$ cat src/rtl/pmr_pkg.sv
/*
 Package for the program memory read block: register offsets, field
 positions, reset values, fetch timing and carrier structs.
 Assumes an 8-bit register port and a 14-bit wide, 13-bit addressed flash.
*/
package pmr_pkg;

  // ---------------------------------------------------------------
  // Register offsets
  // ---------------------------------------------------------------
  localparam logic [2:0] OFS_CONTROL   = 3'h0;
  localparam logic [2:0] OFS_DATA_LOW  = 3'h1;
  localparam logic [2:0] OFS_DATA_HIGH = 3'h2;
  localparam logic [2:0] OFS_ADDR_LOW  = 3'h3;
  localparam logic [2:0] OFS_ADDR_HIGH = 3'h4;

  // ---------------------------------------------------------------
  // Field layout and reset values
  // ---------------------------------------------------------------
  localparam int         STROBE_BIT     = 0;
  localparam logic [7:0] CONTROL_FIXED  = 8'h80;
  localparam int         ADDR_W         = 13;
  localparam int         WORD_W         = 14;
  localparam int         ADDR_HIGH_W    = 5;
  localparam int         DATA_HIGH_W    = 6;
  localparam logic [7:0] RESET_BYTE     = 8'h00;

  // ---------------------------------------------------------------
  // Fetch timing: two instruction cycles
  // ---------------------------------------------------------------
  localparam int         FETCH_INSNS    = 2;
  localparam int         CLK_PER_INSN   = 4;
  localparam int         FETCH_CYCLES   = FETCH_INSNS * CLK_PER_INSN;
  localparam logic [1:0] INSN_DIV_LAST  = 2'h3;

  // ---------------------------------------------------------------
  // Carriers
  // ---------------------------------------------------------------
  typedef struct packed {
    logic       wr;
    logic       rd;
    logic [2:0] addr;
    logic [7:0] wdata;
  } pmr_bus_req_t;

  typedef struct packed {
    logic              req;
    logic [ADDR_W-1:0] addr;
  } pmr_flash_req_t;

  typedef enum logic [2:0] {
    ST_IDLE  = 3'b001,
    ST_FETCH = 3'b010,
    ST_LOAD  = 3'b100
  } pmr_state_t;

endpackage

$ cat src/rtl/pmr_insn_tick.sv
/*
 Instruction-cycle enable divider: one-cycle pulse every CLK_PER_INSN clocks.
 Assumes the single 200 MHz clock and synchronous active-low reset.
*/
`timescale 1ns/1ps
module pmr_insn_tick (
  // Clock and reset
  input  wire logic CLK_I,
  input  wire logic RST_B_I,
  // Enable out
  output logic      tick_o
);

  logic [1:0] cnt_q;

  always_ff @(posedge CLK_I) begin
    if (!RST_B_I) begin
      cnt_q  <= 2'h0;
      tick_o <= 1'b0;
    end else begin
      cnt_q  <= (cnt_q == pmr_pkg::INSN_DIV_LAST) ? 2'h0 : 2'(cnt_q + 2'h1);
      tick_o <= (cnt_q == pmr_pkg::INSN_DIV_LAST);
    end
  end

endmodule // pmr_insn_tick

$ cat src/rtl/pmr_program_memory_read.sv
/*
 Top of the program memory read path: register port, fetch sequencer,
 flash request and result capture.
 Assumes flash returns the word with a valid pulse within the fetch window,
 and that software follows the strobe with two idle instructions.
*/
`timescale 1ns/1ps
module pmr_program_memory_read (
  // Clock and reset
  input  wire logic        CLK_I,
  input  wire logic        RST_B_I,
  // Register port
  input  wire logic [2:0]  ADDR_I,
  input  wire logic [7:0]  WDATA_I,
  input  wire logic        WR_I,
  input  wire logic        RD_I,
  output logic      [7:0]  RDATA_O,
  // Code protection state
  input  wire logic        CODE_PROTECT_I,
  // Flash array
  output logic             FLASH_REQ_O,
  output logic [12:0]      FLASH_ADDR_O,
  input  wire logic        FLASH_VALID_I,
  input  wire logic [13:0] FLASH_WORD_I,
  // Status
  output logic             BUSY_O
);

  // ---------------------------------------------------------------
  // Declarations
  // ---------------------------------------------------------------
  pmr_pkg::pmr_bus_req_t   bus;
  pmr_pkg::pmr_flash_req_t flash_d;
  pmr_pkg::pmr_state_t     state_q;
  pmr_pkg::pmr_state_t     state_d;
  logic                    tick;
  logic                    strobe_q;
  logic [4:0]              addr_high_q;
  logic [7:0]              addr_low_q;
  logic [5:0]              data_high_q;
  logic [7:0]              data_low_q;
  logic [13:0]             word_q;
  logic                    word_ok_q;
  logic [1:0]              insn_cnt_q;
  logic                    start;
  logic                    done;
  logic [7:0]              rdata_d;

  assign bus = '{wr: WR_I, rd: RD_I, addr: ADDR_I, wdata: WDATA_I};

  pmr_insn_tick u_tick (
    .CLK_I   (CLK_I),
    .RST_B_I (RST_B_I),
    .tick_o  (tick)
  );

  // ---------------------------------------------------------------
  // Sequencer
  // ---------------------------------------------------------------
  assign start = (state_q == pmr_pkg::ST_IDLE) && bus.wr &&
                 (bus.addr == pmr_pkg::OFS_CONTROL) &&
                 bus.wdata[pmr_pkg::STROBE_BIT];
  assign done  = (state_q == pmr_pkg::ST_LOAD);

  always_comb begin
    state_d = state_q;
    case (state_q)
      pmr_pkg::ST_IDLE: begin
        if (start) begin
          state_d = pmr_pkg::ST_FETCH;
        end
      end
      pmr_pkg::ST_FETCH: begin
        if (tick && insn_cnt_q == 2'(pmr_pkg::FETCH_INSNS - 1)) begin
          state_d = pmr_pkg::ST_LOAD;
        end
      end
      pmr_pkg::ST_LOAD: begin
        state_d = pmr_pkg::ST_IDLE;
      end
      default: begin
        state_d = pmr_pkg::ST_IDLE;
      end
    endcase
  end

  always_ff @(posedge CLK_I) begin
    if (!RST_B_I) begin
      state_q <= pmr_pkg::ST_IDLE;
    end else begin
      state_q <= state_d;
    end
  end

  always_ff @(posedge CLK_I) begin
    if (!RST_B_I) begin
      insn_cnt_q <= 2'h0;
    end else if (start) begin
      insn_cnt_q <= 2'h0;
    end else if (state_q == pmr_pkg::ST_FETCH && tick) begin
      insn_cnt_q <= 2'(insn_cnt_q + 2'h1);
    end
  end

  // Strobe: set by software only, cleared by hardware at completion
  always_ff @(posedge CLK_I) begin
    if (!RST_B_I) begin
      strobe_q <= 1'b0;
    end else if (start) begin
      strobe_q <= 1'b1;
    end else if (done) begin
      strobe_q <= 1'b0;
    end
  end

  // ---------------------------------------------------------------
  // Address registers
  // ---------------------------------------------------------------
  // Writes during a fetch are dropped so the fetched address stays put
  always_ff @(posedge CLK_I) begin
    if (!RST_B_I) begin
      addr_high_q <= 5'h00;
    end else if (bus.wr && state_q == pmr_pkg::ST_IDLE &&
                 bus.addr == pmr_pkg::OFS_ADDR_HIGH) begin
      addr_high_q <= bus.wdata[pmr_pkg::ADDR_HIGH_W-1:0];
    end
  end

  // No reset: contents unknown after reset
  always_ff @(posedge CLK_I) begin
    if (bus.wr && state_q == pmr_pkg::ST_IDLE &&
        bus.addr == pmr_pkg::OFS_ADDR_LOW) begin
      addr_low_q <= bus.wdata;
    end
  end

  // ---------------------------------------------------------------
  // Flash request
  // ---------------------------------------------------------------
  assign flash_d = '{req: start, addr: {addr_high_q, addr_low_q}};

  always_ff @(posedge CLK_I) begin
    if (!RST_B_I) begin
      FLASH_REQ_O  <= 1'b0;
      FLASH_ADDR_O <= 13'h0000;
    end else begin
      FLASH_REQ_O  <= flash_d.req;
      if (flash_d.req) begin
        FLASH_ADDR_O <= flash_d.addr;
      end
    end
  end

  // Capture the returned word; code protection is not consulted
  always_ff @(posedge CLK_I) begin
    if (!RST_B_I) begin
      word_q    <= 14'h0000;
      word_ok_q <= 1'b0;
    end else if (start) begin
      word_ok_q <= 1'b0;
    end else if (state_q == pmr_pkg::ST_FETCH && FLASH_VALID_I) begin
      word_q    <= FLASH_WORD_I;
      word_ok_q <= 1'b1;
    end
  end

  // ---------------------------------------------------------------
  // Data registers
  // ---------------------------------------------------------------
  always_ff @(posedge CLK_I) begin
    if (!RST_B_I) begin
      data_high_q <= 6'h00;
      data_low_q  <= 8'h00;
    end else if (done && word_ok_q) begin
      data_high_q <= word_q[pmr_pkg::WORD_W-1:8];
      data_low_q  <= word_q[7:0];
    end else if (bus.wr && state_q == pmr_pkg::ST_IDLE) begin
      if (bus.addr == pmr_pkg::OFS_DATA_HIGH) begin
        data_high_q <= bus.wdata[pmr_pkg::DATA_HIGH_W-1:0];
      end else if (bus.addr == pmr_pkg::OFS_DATA_LOW) begin
        data_low_q <= bus.wdata;
      end
    end
  end

  // ---------------------------------------------------------------
  // Read path
  // ---------------------------------------------------------------
  always_comb begin
    rdata_d = pmr_pkg::RESET_BYTE;
    if (bus.addr == pmr_pkg::OFS_CONTROL) begin
      rdata_d = pmr_pkg::CONTROL_FIXED | {7'h00, strobe_q};
    end else if (bus.addr == pmr_pkg::OFS_DATA_LOW) begin
      rdata_d = data_low_q;
    end else if (bus.addr == pmr_pkg::OFS_DATA_HIGH) begin
      rdata_d = {2'h0, data_high_q};
    end else if (bus.addr == pmr_pkg::OFS_ADDR_LOW) begin
      rdata_d = addr_low_q;
    end else if (bus.addr == pmr_pkg::OFS_ADDR_HIGH) begin
      rdata_d = {3'h0, addr_high_q};
    end
  end

  // Bus reads during a fetch return zero: that instruction is lost
  always_ff @(posedge CLK_I) begin
    if (!RST_B_I) begin
      RDATA_O <= 8'h00;
    end else if (bus.rd && state_q == pmr_pkg::ST_IDLE) begin
      RDATA_O <= rdata_d;
    end else begin
      RDATA_O <= 8'h00;
    end
  end

  always_ff @(posedge CLK_I) begin
    if (!RST_B_I) begin
      BUSY_O <= 1'b0;
    end else begin
      BUSY_O <= (state_d != pmr_pkg::ST_IDLE);
    end
  end

endmodule // pmr_program_memory_read

$ cat config.mk
export PLATFORM = sky130hd
export DESIGN_NAME = pmr_program_memory_read
export DESIGN_NICKNAME = d
export VERILOG_FILES = /design/src/rtl/pmr_pkg.sv /design/src/rtl/pmr_insn_tick.sv /design/src/rtl/pmr_program_memory_read.sv
export SDC_FILE = /design/constraint.sdc
export NUM_CORES = 1
export LEC_CHECK = 0
export ABC_CLOCK_PERIOD_IN_PS = 1800
export BUFFER_PORTS_ARGS = -buffer_cell sky130_fd_sc_hd__buf_2
export CAP_MARGIN = 30
export CORE_UTILIZATION = 44
export CTS_BUF_LIST = sky130_fd_sc_hd__clkbuf_2
export CTS_CLUSTER_DIAMETER = 120
export DETAILED_ROUTE_END_ITERATION = 8
export PLACE_DENSITY_LB_ADDON = 0.1
export SYNTH_ARGS = -nofsm -noshare
export SYNTH_HDL_FRONTEND = slang
export SYNTH_SLANG_ARGS = --single-unit
$ cat constraint.sdc
create_clock -name CLK_I -period 1.8 [get_ports CLK_I]
set_clock_uncertainty 0.05 [all_clocks]
set_input_delay 0.18 -clock CLK_I [delete_from_list [all_inputs] [get_ports CLK_I]]
set_output_delay 0.18 -clock CLK_I [all_outputs]
set_load 0.01 [all_outputs]
; ---- Word level (Yosys, flattened, before mapping)
; Index checks and enable logic that the tools add are counted.
[op_classes]
add_sub_neg = 2
n_eq_ne = 11
mux = 17
bitwise = 3
n_reduce_logical = 22
[ops]
columns = operator, n
row1 = 8-bit 2-to-1 mux, 8
row2 = 6-bit 2-to-1 mux, 3
row3 = 1-bit logical AND, 10
row4 = "3-bit by 2-bit == test with 1-bit output, second input constant", 3
row5 = 2-bit nonzero test, 4
row6 = "3-bit by 1-bit == test with 1-bit output, second input constant", 2
row7 = "3-bit == test, second input constant", 2
row8 = 3-bit 2-to-1 mux, 2
row9 = 3-bit case mux with 2 select lines, 1
row10 = 2-bit AND reduction, 3
row11 = 5-bit 2-to-1 mux, 1
row12 = "2-bit by 1-bit adder with 2-bit output, second input constant", 2
row13 = 2-bit OR reduction, 2
row14 = 3-bit logical NOT, 1
row15 = "3-bit by 1-bit != test with 1-bit output, second input constant", 1
row16 = 1-bit inverter, 3
row17 = 3-bit AND reduction, 1
row18 = 3-bit OR reduction, 1
row19 = "2-bit by 1-bit == test with 1-bit output, second input constant", 1
row20 = "2-bit == test, second input constant", 1
row21 = 1-bit 2-to-1 mux, 2
row22 = "2-bit != test, second input constant", 1
[totals]
register_bits = 74
in_bits = 31
output_inout_bits = 23
word_cells = 71

; ---- Depth between registers and ports, before layout
; Gate-level depths: netlist of run 1.
[depth]
ltp_word = 7
ltp_mapped = 6
depth_no_buf = 4

; ---- Hierarchy
; A second synthesis of run 1 with hierarchy kept.
[unflattened]
hier_cells = 343
hier_area_um2 = 3106.7
[modules_own_cells]
columns = mod, instances, cells_per_inst, area_each_um2, seq_area_each_um2
row1 = pmr_program_memory_read, 1, 336, 3005.4, 1501.4
row2 = pmr_insn_tick, 1, 7, 101.3, 60.1

; ---- Worst setup path before layout of run 1
; OpenSTA, ideal clock, no wires.
[synth_timing]
kind = register -> register
start = register state_q[1]
end = register addr_low_q[0], enable pin
setup_time_ps = 383
t_arrival_ps = 1521
required_ps = 1367
setup_slack_ps = -155
stages_incl_launch_ff = 5
path_buffers = 2
synth_period_minus_slack_ps = 1955
path_cell_list = dfxtp_1 clkbuf_1 nand4bb_1 clkbuf_1 nor3_1
[synth_via]
elab_chain_len = 3
[synth_rtl]
columns = item, line
row1 = start: declaration, pmr_program_memory_read.sv:34  ; pmr_pkg::pmr_state_t state_q;
row2 = start signal: assignment, pmr_program_memory_read.sv:89  ; state_q <= pmr_pkg::ST_IDLE;
row3 = start signal: assignment, pmr_program_memory_read.sv:91  ; state_q <= state_d;
row4 = 3-bit by 1-bit == test with 1-bit output, pmr_program_memory_read.sv:131  ; if (bus.wr && state_q == pmr_pkg::ST_IDLE &&
row5 = 1-bit logical AND (2 in a row), pmr_program_memory_read.sv:131
row6 = end signal: assignment, pmr_program_memory_read.sv:133  ; addr_low_q <= bus.wdata;
row7 = end: declaration, pmr_program_memory_read.sv:39  ; logic [7:0] addr_low_q;
; Every way passes these cells.
; A chain may end at the register's enable or synchronous reset.

; ---- Final worst setup path of run 1
[layout_timing]
start = register state_q[2]
end = register FLASH_ADDR_O[1]
[layout_via]
elab_chain_len = 4
[layout_rtl]
columns = item, line
row1 = 3-bit by 1-bit == test with 1-bit output, pmr_program_memory_read.sv:60  ; assign start = (state_q == pmr_pkg::ST_IDLE) && bus.wr &&
row2 = 1-bit logical AND (2 in a row), pmr_program_memory_read.sv:60
row3 = 1-bit logical AND, pmr_program_memory_read.sv:61  ; (bus.addr == pmr_pkg::OFS_CONTROL) &&
row4 = end signal: assignment, pmr_program_memory_read.sv:149  ; FLASH_ADDR_O <= flash_d.addr;
row5 = end: declaration, pmr_program_memory_read.sv:22  ; output logic [12:0] FLASH_ADDR_O,
; Every way passes these cells.

==> summary.txt, run 1 <==
worst-path cell chain - buf_4 > and4bb_2 > and3_1 > buf_4 > mux2i_1
die height - 85.9 µm
max_cap viols - 0
Layout Nets - 451
Core Area - 0.00679 mm²
Peak VDD IR - 361 µV
# setup viols final - 0
Rel. slew slack - 63.4%
Buf+Inv Stages, Crit Path - 2
Leak Pwr - 0.00146 µW
# IOs - 54
fin. max-slew vios - 0
slowest CP cell - and4bb_2
die area - 0.00738 mm²
TritonCTS buffer count - 9
Crit. End Element - flip-flop
Setup TNS - 0 ns
highest clock rate - 602 MHz
flops & latches, synth - 74
Tcrit/Tclk final - 92.3%
Placed Instances - 480
most common cell in the netlist - dfxtp_1
DRC Markers - 0
most frequent CP cell - buf_4
Synth Cell Area - 0.00310 mm²
Clock transition at path regs - 0.20 ns
CTS tree - built
Tot GR Track Use - 20.8%
CP Max Fanout - 10
synth unique cells - 45
setup bufs post-CTS - 0
largest net degree at the start of global routing - 32
Hold Path Class - in -> reg
first-pass GRT wire length - 11.9 mm
gr ovfl total - 0
top post-synthesis cells by count - dfxtp_1, nand2_1, a21oi_1
WP data arrival - 2.05 ns
Worst setup SP type - flip-flop
sequential element share of the synthesized area - 50.4%
Syn Inst Count - 342
top cells by area, synth - dfxtp_1, edfxtp_1, nand2_1
delay-heaviest family, CP - simple AND/OR/NAND/NOR gates
syn nets - 375
asr flop ratio synth - 0%
diode count - 0
crit path kind - reg -> reg
power per cell area - 745 mW/mm²
Final ANT Viol Nets - 0
dominant cell type by area after synthesis - dfxtp_1
status - completed
routed via count - 2638
Vias per Instance - 5.08
Area growth syn-to-layout - 24.0%
clock latency on the worst-skew pair - 0.51 ns
Final Critical Period - 1.66 ns
vias in the first global route - 2439
starting DRC count in detailed routing - 105
Synth Flop Type - dfxtp_1
average size of a mapped cell - 9.06 µm²
actual slew at the worst max-slew pin - 0.548 ns
clk buf depth - 2
initial antenna violation count - 0
fraction of layout cells with a size suffix above 1 - 23.4%
Final Hold Viols - 0
row count - 30
crit-path max cell delay - 0.36 ns
Die X - 85.9 µm
DR WL/cell - 13.6 µm
CTS Sinks - 74
router iterations before antenna repair - 4
synth warn - 0
root buffer cell - clkbuf_2
Data required, critical path - 2.19 ns
starting density of the core - 45.6%
fillers - 637
number of enable flip-flop cells after synthesis - 8
gpl congestion - 0.785
H-tree depth - 3
DRT Wirelength - 7.08 mm
Finished Layout Cells - 519
RSZ-0062 raised after global routing - no
count of input and output buffers - 52
Yosys top cell area share - 42.6%
Detailed Place HPWL - 4.91 mm
==> layer usage <==
layer  global-route usage [%]  wire length [µm]  vias up
li1                         -                 -     1362
met3                     3.27               231        8
met5                        0                 0        -
met2                     32.3              3260       61
met1                     28.8              3480     1207
met4                     8.79               106        0
==> final timing paths <==
| check | cells past startpoint | endpoint | slack (ns) | startpoint |
|---|---|---|---|---|
| worst min register to register | 1 | u_tick.cnt_q[0] | 0.40 | u_tick.cnt_q[0] |
| worst max-delay path | 5 | FLASH_ADDR_O[1] | 0.14 | state_q[2] |
| worst max register to register | 5 | FLASH_ADDR_O[1] | 0.14 | state_q[2] |
| worst min-delay path | 4 | RDATA_O[5] | 0.02 | ADDR_I[0] |
==> cell families (layout without fill, tap and decap cells) <==
logic type	after synthesis	in the layout	synth area share [%]
xor gates and xnor gates	1	1	0.283
and+or+nand+nor	141	141	23.8
muxes	16	16	5.21
DFF	74	74	50.4
adders and majority gates	2	2	0.808
AOI/OAI and AO/OA	75	75	15.0
buffers and inverters	33	114	4.52
==> flip-flops by register name (all words and copies together), names as in the netlist <==
register and flops:
addr_high_q 5, word_q 14, data_low_q 8, addr_low_q 8
state_q 3, FLASH_REQ_O 1, word_ok_q 1, insn_cnt_q 2
strobe_q 1, u_tick.cnt_q 2, data_high_q 6, RDATA_O 8
FLASH_ADDR_O 13, BUSY_O 1, u_tick.tick_o 1
==> worst min-delay path: stages <==
cell and delay, ns:
buf_2 0.14, nand2_1 0.07, mux2_2 0.13, nor3_1 0.04
==> repair_timing <==
| item | CTS | global route |
|---|---|---|
| hold buffers | 23 | 0 |
| endpoints found under the hold margin | 31 | 0 |
| gates resized for setup | 0 | 0 |
==> through the flow <==
stage | hold WS [ns] | setup slack (ns) | utilization (%) | cell area, µm² | total power, µW
global route | 0.0179 | 0.0160 | 56.5 | 3840 | 2990
CTS | 0.00651 | 0.132 | 56.5 | 3840 | 2880
floorplan | 0.229 | 0.0851 | - | 3100 | 1880
finish | 0.0164 | 0.139 | 56.5 | 3840 | 2860
global placement | 0.330 | 0.213 | 51.6 | 3510 | 1970
detailed placement | 0.335 | 0.174 | 51.6 | 3510 | 1970
==> layout by cell type (no fill, tap or decap), types with 3 or more instances in the layout <==
cell type	n
o21a_1	3
a211oi_1	15
dlygate4sd3_1	23
nor3_1	18
nand2_1	61
mux2i_1	15
nor2_1	16
inv_1	4
nor3b_1	3
clkbuf_2	12
dfxtp_1	66
buf_2	52
nand4bb_1	3
and4bb_2	3
o21ai_0	19
nand3b_1	9
buf_4	19
nand3_1	8
edfxtp_1	8
a21oi_1	27
o221a_2	4
==> cell type report <==
type | count | area, µm² | area share [%]
flip-flops and latches | 74 | 1560 | 40.7
multi-input cells | 235 | 1410 | 36.6
repair buffers | 94 | 633 | 16.5
well taps | 96 | 120 | 3.13
clock buffers | 12 | 60.1 | 1.56
clock inverters | 4 | 43.8 | 1.14
inverters | 4 | 15.0 | 0.391
==> report_power, final <==
group / internal (µW) / leakage, µW / switching (µW) / total (µW)
clock: 330 / 0.0000734 / 556 / 886
combinational: 123 / 0.000780 / 139 / 262
sequential: 1700 / 0.000607 / 15.6 / 1720
total: 2150 / 0.00146 / 710 / 2860
Power figures use the tool's default switching activity.
==> inputs of run 2 (changes only) <==
--- a/config.mk
+++ b/config.mk
@@ -8,7 +8,7 @@
 export ABC_CLOCK_PERIOD_IN_PS = 1800
 export BUFFER_PORTS_ARGS = -buffer_cell sky130_fd_sc_hd__buf_2
 export CAP_MARGIN = 30
-export CORE_UTILIZATION = 44
+export CORE_UTILIZATION = 52
 export CTS_BUF_LIST = sky130_fd_sc_hd__clkbuf_2
 export CTS_CLUSTER_DIAMETER = 120
 export DETAILED_ROUTE_END_ITERATION = 8
==> run 2 against run 1 <==
Sequential power hardly changed. Core utilization rose by 13 points. Sequential share of layout area fell by 0.46 points. Global-route usage is 3.4 points higher. Final area grew 1.1%. Worst setup slack gained 0.028 ns. Count of clock-buffer cells in the layout is 2 lower. Non-clock buffer count grew 1. Worst hold slack better by 0.037 ns. Largest cell class unchanged.
==> summary.txt, run 2 (synthesis results as in run 1) <==
status - completed
commonest non-fill, non-tap cell in the layout - dfxtp_1
crit path kind - reg -> reg
CP Max Fanout - 8
hold slack - 0.0530 ns
fin. max-slew vios - 0
Worst setup SP type - flip-flop
# IOs - 54
root buffer cell - clkbuf_2
WP data arrival - 2.01 ns
largest net degree at the start of global routing - 31
Leak Pwr - 0.00149 µW
Hold Path Class - in -> reg
die area - 0.00627 mm²
fillers - 482
power per cell area - 809 mW/mm²
Peak VDD IR - 476 µV
area occupied by multi-input gates - 0.00141 mm²
crit-path max cell delay - 0.47 ns
most frequent cells in the layout - dfxtp_1, nand2_1, buf_2
die height - 79.2 µm
max_cap viols - 0
Final Critical Period - 1.63 ns
Crit. End Element - flip-flop
DR WL/cell - 14.1 µm
Core Area - 0.00561 mm²
DRC Markers - 0
TritonCTS buffer count - 9
Die X - 79.2 µm
Rel. slew slack - 65.6%
Seq. cell area - 0.00156 mm²
slowest CP cell - dfxtp_1
Tcrit/Tclk final - 90.7%
vias in the first global route - 2559
H-tree depth - 3
Most flops, register - word_q
worst-path cell chain - nand4bb_1 > or2_1 > a211oi_1
gr ovfl total - 0
highest clock rate - 612 MHz
Detailed Place HPWL - 4.84 mm
routed via count - 2675
Vias per Instance - 5.39
Area growth syn-to-layout - 25.4%
Final Hold Viols - 0
clock latency on the worst-skew pair - 0.51 ns
RSZ-0062 raised after global routing - no
starting density of the core - 55.2%
actual slew at the worst max-slew pin - 0.514 ns
count of input and output buffers - 52
clk buf depth - 2
first-pass GRT wire length - 11.7 mm
CTS tree - built
CTS Sinks - 74
Layout Nets - 452
initial antenna violation count - 0
diode count - 0
row count - 27
top flop regs - word_q: 14 flops, FLASH_ADDR_O: 13 flops
max reg flops - 14
Tot GR Track Use - 24.3%
Data required, critical path - 2.18 ns
Clock transition at path regs - 0.19 ns
fraction of layout cells with a size suffix above 1 - 23.6%
Final ANT Viol Nets - 0
DRT Wirelength - 7.00 mm
Setup TNS - 0 ns
# setup viols final - 0
router iterations before antenna repair - 4
gpl congestion - 0.851
starting DRC count in detailed routing - 194
-- run 2: cell count changes in the layout (fill, tap and decap cells not counted), sizes merged --
cell	previous run	this run
bufinv	1	3
clkbuf	12	10
dlygate4sd3	23	24
-- run 2: per-layer routing --
layer	global-route usage, %	share of wire (%)
met2	38.7	46
met5	0	0
met1	31.0	48
met3	4.83	3.9
met4	12.5	2.4
-- run 2: where the power goes --
part	leakage [µW]	internal, µW	switching (µW)	total, µW
sequential	0.000607	1700	15.6	1720
clock	0.0000957	598	565	1160
combinational	0.000787	126	138	264
total	0.00149	2420	719	3140
-- run 2: path summary, 6_finish.rpt --
kind                                      start              end  slack, ns  cells after the start
worst min register to register  u_tick.cnt_q[0]  u_tick.cnt_q[0]       0.40                      1
worst min-delay path                       RD_I       RDATA_O[0]       0.05                      4
worst max register to register       state_q[0]    data_low_q[0]       0.17                      3
worst max-delay path                 state_q[0]    data_low_q[0]       0.17                      3
-- run 2: area by class of cell --
| type | count | area share [%] |
|---|---|---|
| Clock inverter | 6 | 2.71 |
| Multi-Input combinational cell | 235 | 36.2 |
| Timing Repair Buffer | 95 | 16.9 |
| Clock buffer | 10 | 1.29 |
| Sequential cell | 74 | 40.2 |
| Inverter | 4 | 0.386 |
| Tap cell | 72 | 2.32 |
-- run 2: timing repair --
item	in CTS	in global routing
setup endpoints to repair	0	3
hold buffers	24	0
resized for setup	0	1
hold endpoints to repair	39	0
setup buffers	0	0
-- run 2: worst max-delay path: cells and delay by family (launching register included) --
family             cells  cell delay, ns
and+or+nand+nor        2            0.76
DFF                    1            0.47
AOI/OAI and AO/OA      1            0.27
-- run 2: stage by stage --
stage / power (µW) / cells / cell area [µm²] / setup slack [ns] / utilization, %
finish: 3140 / 496 / 3880 / 0.167 / 69.3
global route: 3260 / 496 / 3880 / 0.0388 / 69.3
CTS: 3150 / 496 / 3880 / 0.0968 / 69.3
detailed placement: 1970 / 456 / 3490 / 0.167 / 62.2
global placement: 1970 / 456 / 3490 / 0.228 / 62.2
floorplan: 1880 / 342 / 3100 / 0.0851 / -
==> inputs of run 3 (changes only) <==
--- a/config.mk
+++ b/config.mk
@@ -5,9 +5,9 @@
 export SDC_FILE = /design/constraint.sdc
 export NUM_CORES = 1
 export LEC_CHECK = 0
-export ABC_CLOCK_PERIOD_IN_PS = 1800
 export BUFFER_PORTS_ARGS = -buffer_cell sky130_fd_sc_hd__buf_2
 export CAP_MARGIN = 30
+export CORE_MARGIN = 1.5
 export CORE_UTILIZATION = 52
 export CTS_BUF_LIST = sky130_fd_sc_hd__clkbuf_2
 export CTS_CLUSTER_DIAMETER = 120
==> constraint.sdc (replaced) <==
create_clock -name CLK_I -period 1.34 [get_ports CLK_I]
set_clock_uncertainty 0.05 [all_clocks]
set_input_delay 0.134 -clock CLK_I [delete_from_list [all_inputs] [get_ports CLK_I]]
set_output_delay 0.134 -clock CLK_I [all_outputs]
set_load 0.01 [all_outputs]
==> run 3 against run 2 <==
The flow now finishes with violations (negative setup slack). Count of clock-buffer cells in the layout did not move. Global-route usage rose by 0.61 points. Non-clock buffer count rose by 21. Combinational power rose by 74%. Sequential cell count did not move. Routed wire length rose by 18%. Die area rose by 2.5%. Worst hold slack got worse by 0.019 ns. Critical path depth rose by 3. Clock power rose by 22%. Fmax rose by 12%. Critical endpoint is now word_q[2].
==> summary.txt, run 3 (synthesis results as in run 1) <==
starting DRC count in detailed routing - 114
Vias per Instance - 5.58
DRT Wirelength - 8.26 mm
fin. max-slew vios - 0
area occupied by multi-input gates - 0.00176 mm²
combinational power share - 11.0%
router iterations before antenna repair - 6
Detailed Place HPWL - 5.01 mm
Final Critical Period - 1.46 ns
Hold Path Class - in -> reg
clk buf depth - 2
pre-CTS WS - -0.139 ns
Seq. cell area - 0.00157 mm²
die height - 80.2 µm
Tcrit/Tclk final - 109%
Sw Pwr - 1070 µW
clock latency on the worst-skew pair - 0.54 ns
Final Hold Viols - 0
fraction of layout cells with a size suffix above 1 - 42.5%
setup ws final - -0.121 ns
first-pass GRT wire length - 12.1 mm
Worst setup SP type - flip-flop
DR WL/cell - 16.0 µm
root buffer cell - clkbuf_2
slowest CP cell - dfxtp_4
H-tree depth - 3
Peak VDD IR - 717 µV
initial antenna violation count - 0
status - finished, violations left
count of input and output buffers - 52
fillers - 375
RSZ-0062 raised after global routing - yes
CTS tree - built
top flop regs - word_q: 14 flops, FLASH_ADDR_O: 13 flops
vias in the first global route - 2659
Tot GR Track Use - 24.9%
actual slew at the worst max-slew pin - 0.372 ns
hold slack - 0.0335 ns
Core Area - 0.00564 mm²
row count - 27
Leak Pwr - 0.00173 µW
largest net degree at the start of global routing - 31
power per cell area - 934 mW/mm²
failing checks - negative setup slack
hold depth - 4
Power Internal - 3120 µW
switching share of power - 25.5%
commonest non-fill, non-tap cell in the layout - dfxtp_1
# IOs - 54
Crit. End Element - flip-flop
Clock transition at path regs - 0.23 ns
Sequential Power Share - 55.1%
worst-path cell chain - buf_6 > buf_4 > and4bb_4 > buf_12 > nand2_1 > a21oi_2
Final ANT Viol Nets - 0
Rel. slew slack - 75.0%
crit-path max cell delay - 0.40 ns
# setup viols final - 48
TritonCTS buffer count - 9
DRC Markers - 0
gpl congestion - 0.783
CTS Sinks - 74
R2R cell count - 6
max_cap viols - 0
Most flops, register - word_q
Die X - 80.2 µm
diode count - 0
gr ovfl total - 0
Area growth syn-to-layout - 44.6%
Setup TNS - -2.12 ns
routed via count - 2885
CP Max Fanout - 8
WP data arrival - 1.90 ns
crit path kind - reg -> reg
Layout Nets - 473
die area - 0.00643 mm²
starting density of the core - 54.9%
Clk network pwr share - 34.0%
max reg flops - 14
most frequent cells in the layout - dfxtp_1, buf_2, nand2_1
highest clock rate - 684 MHz
Data required, critical path - 1.78 ns
run 3: layout make-up:
| type | instances | share of cell area [%] |
|---|---|---|
| Multi-Input combinational cell | 235 | 39.3 |
| Clock buffer | 10 | 1.12 |
| Sequential cell | 74 | 35.1 |
| Tap cell | 72 | 2.01 |
| Timing Repair Buffer | 116 | 20.3 |
| Clock inverter | 6 | 1.82 |
| Inverter | 4 | 0.335 |
run 3: worst max-delay path, delay by kind of cell, from the launching register on:
kind | cells | cell delay, ns
AND/OR/NAND/NOR | 2 | 0.43
buffers and inverters | 3 | 0.41
flip-flops | 1 | 0.40
AO/OA/AOI/OAI | 1 | 0.15
run 3: through the flow:
| stage | utilization [%] | cells | area, µm² | total power [µW] |
|---|---|---|---|---|
| 2_1_floorplan | - | 342 | 3260 | 2550 |
| 3_3_place_gp | 65.2 | 469 | 3680 | 2680 |
| 3_5_place_dp | 65.2 | 469 | 3680 | 2690 |
| 4_1_cts | 73.0 | 513 | 4120 | 4120 |
| 5_1_grt | 79.4 | 517 | 4480 | 4310 |
| 6_report | 79.4 | 517 | 4480 | 4180 |
run 3: per-layer routing:
layer,GRT usage (%),vias to the layer above,wire length (µm)
li1,-,1409,-
met1,30.2,1365,3480
met2,41.4,89,4090
met3,4.32,22,433
met4,14.0,0,242
met5,0,-,0
run 3: power by group through the flow:
stage	logic, µW	clock network (µW)	registers, µW
after detailed placement	339	0	2350
after global routing	494	1510	2310
after CTS	404	1410	2300
final	459	1420	2300
after global placement	333	0	2350
after floorplan	201	0	2350
run 3: path summary, 6_finish.rpt:
check / start / endpoint / slack (ns)
worst min register to register: u_tick.cnt_q[0] / u_tick.cnt_q[0] / 0.39
worst max register to register: state_q[0] / word_q[2] / -0.12
worst min-delay path: ADDR_I[2] / data_high_q[3] / 0.03
worst max-delay path: state_q[0] / word_q[2] / -0.12
run 3: what timing repair did:
action / 4_1_cts / 5_1_grt
resized for setup: 19 / 80
endpoints found under the hold margin: 45 / 0
hold buffers: 24 / 0
setup buffers: 3 / 3
setup endpoints to repair: 47 / 67
cloned: 1 / 2
pin swaps: 7 / 30
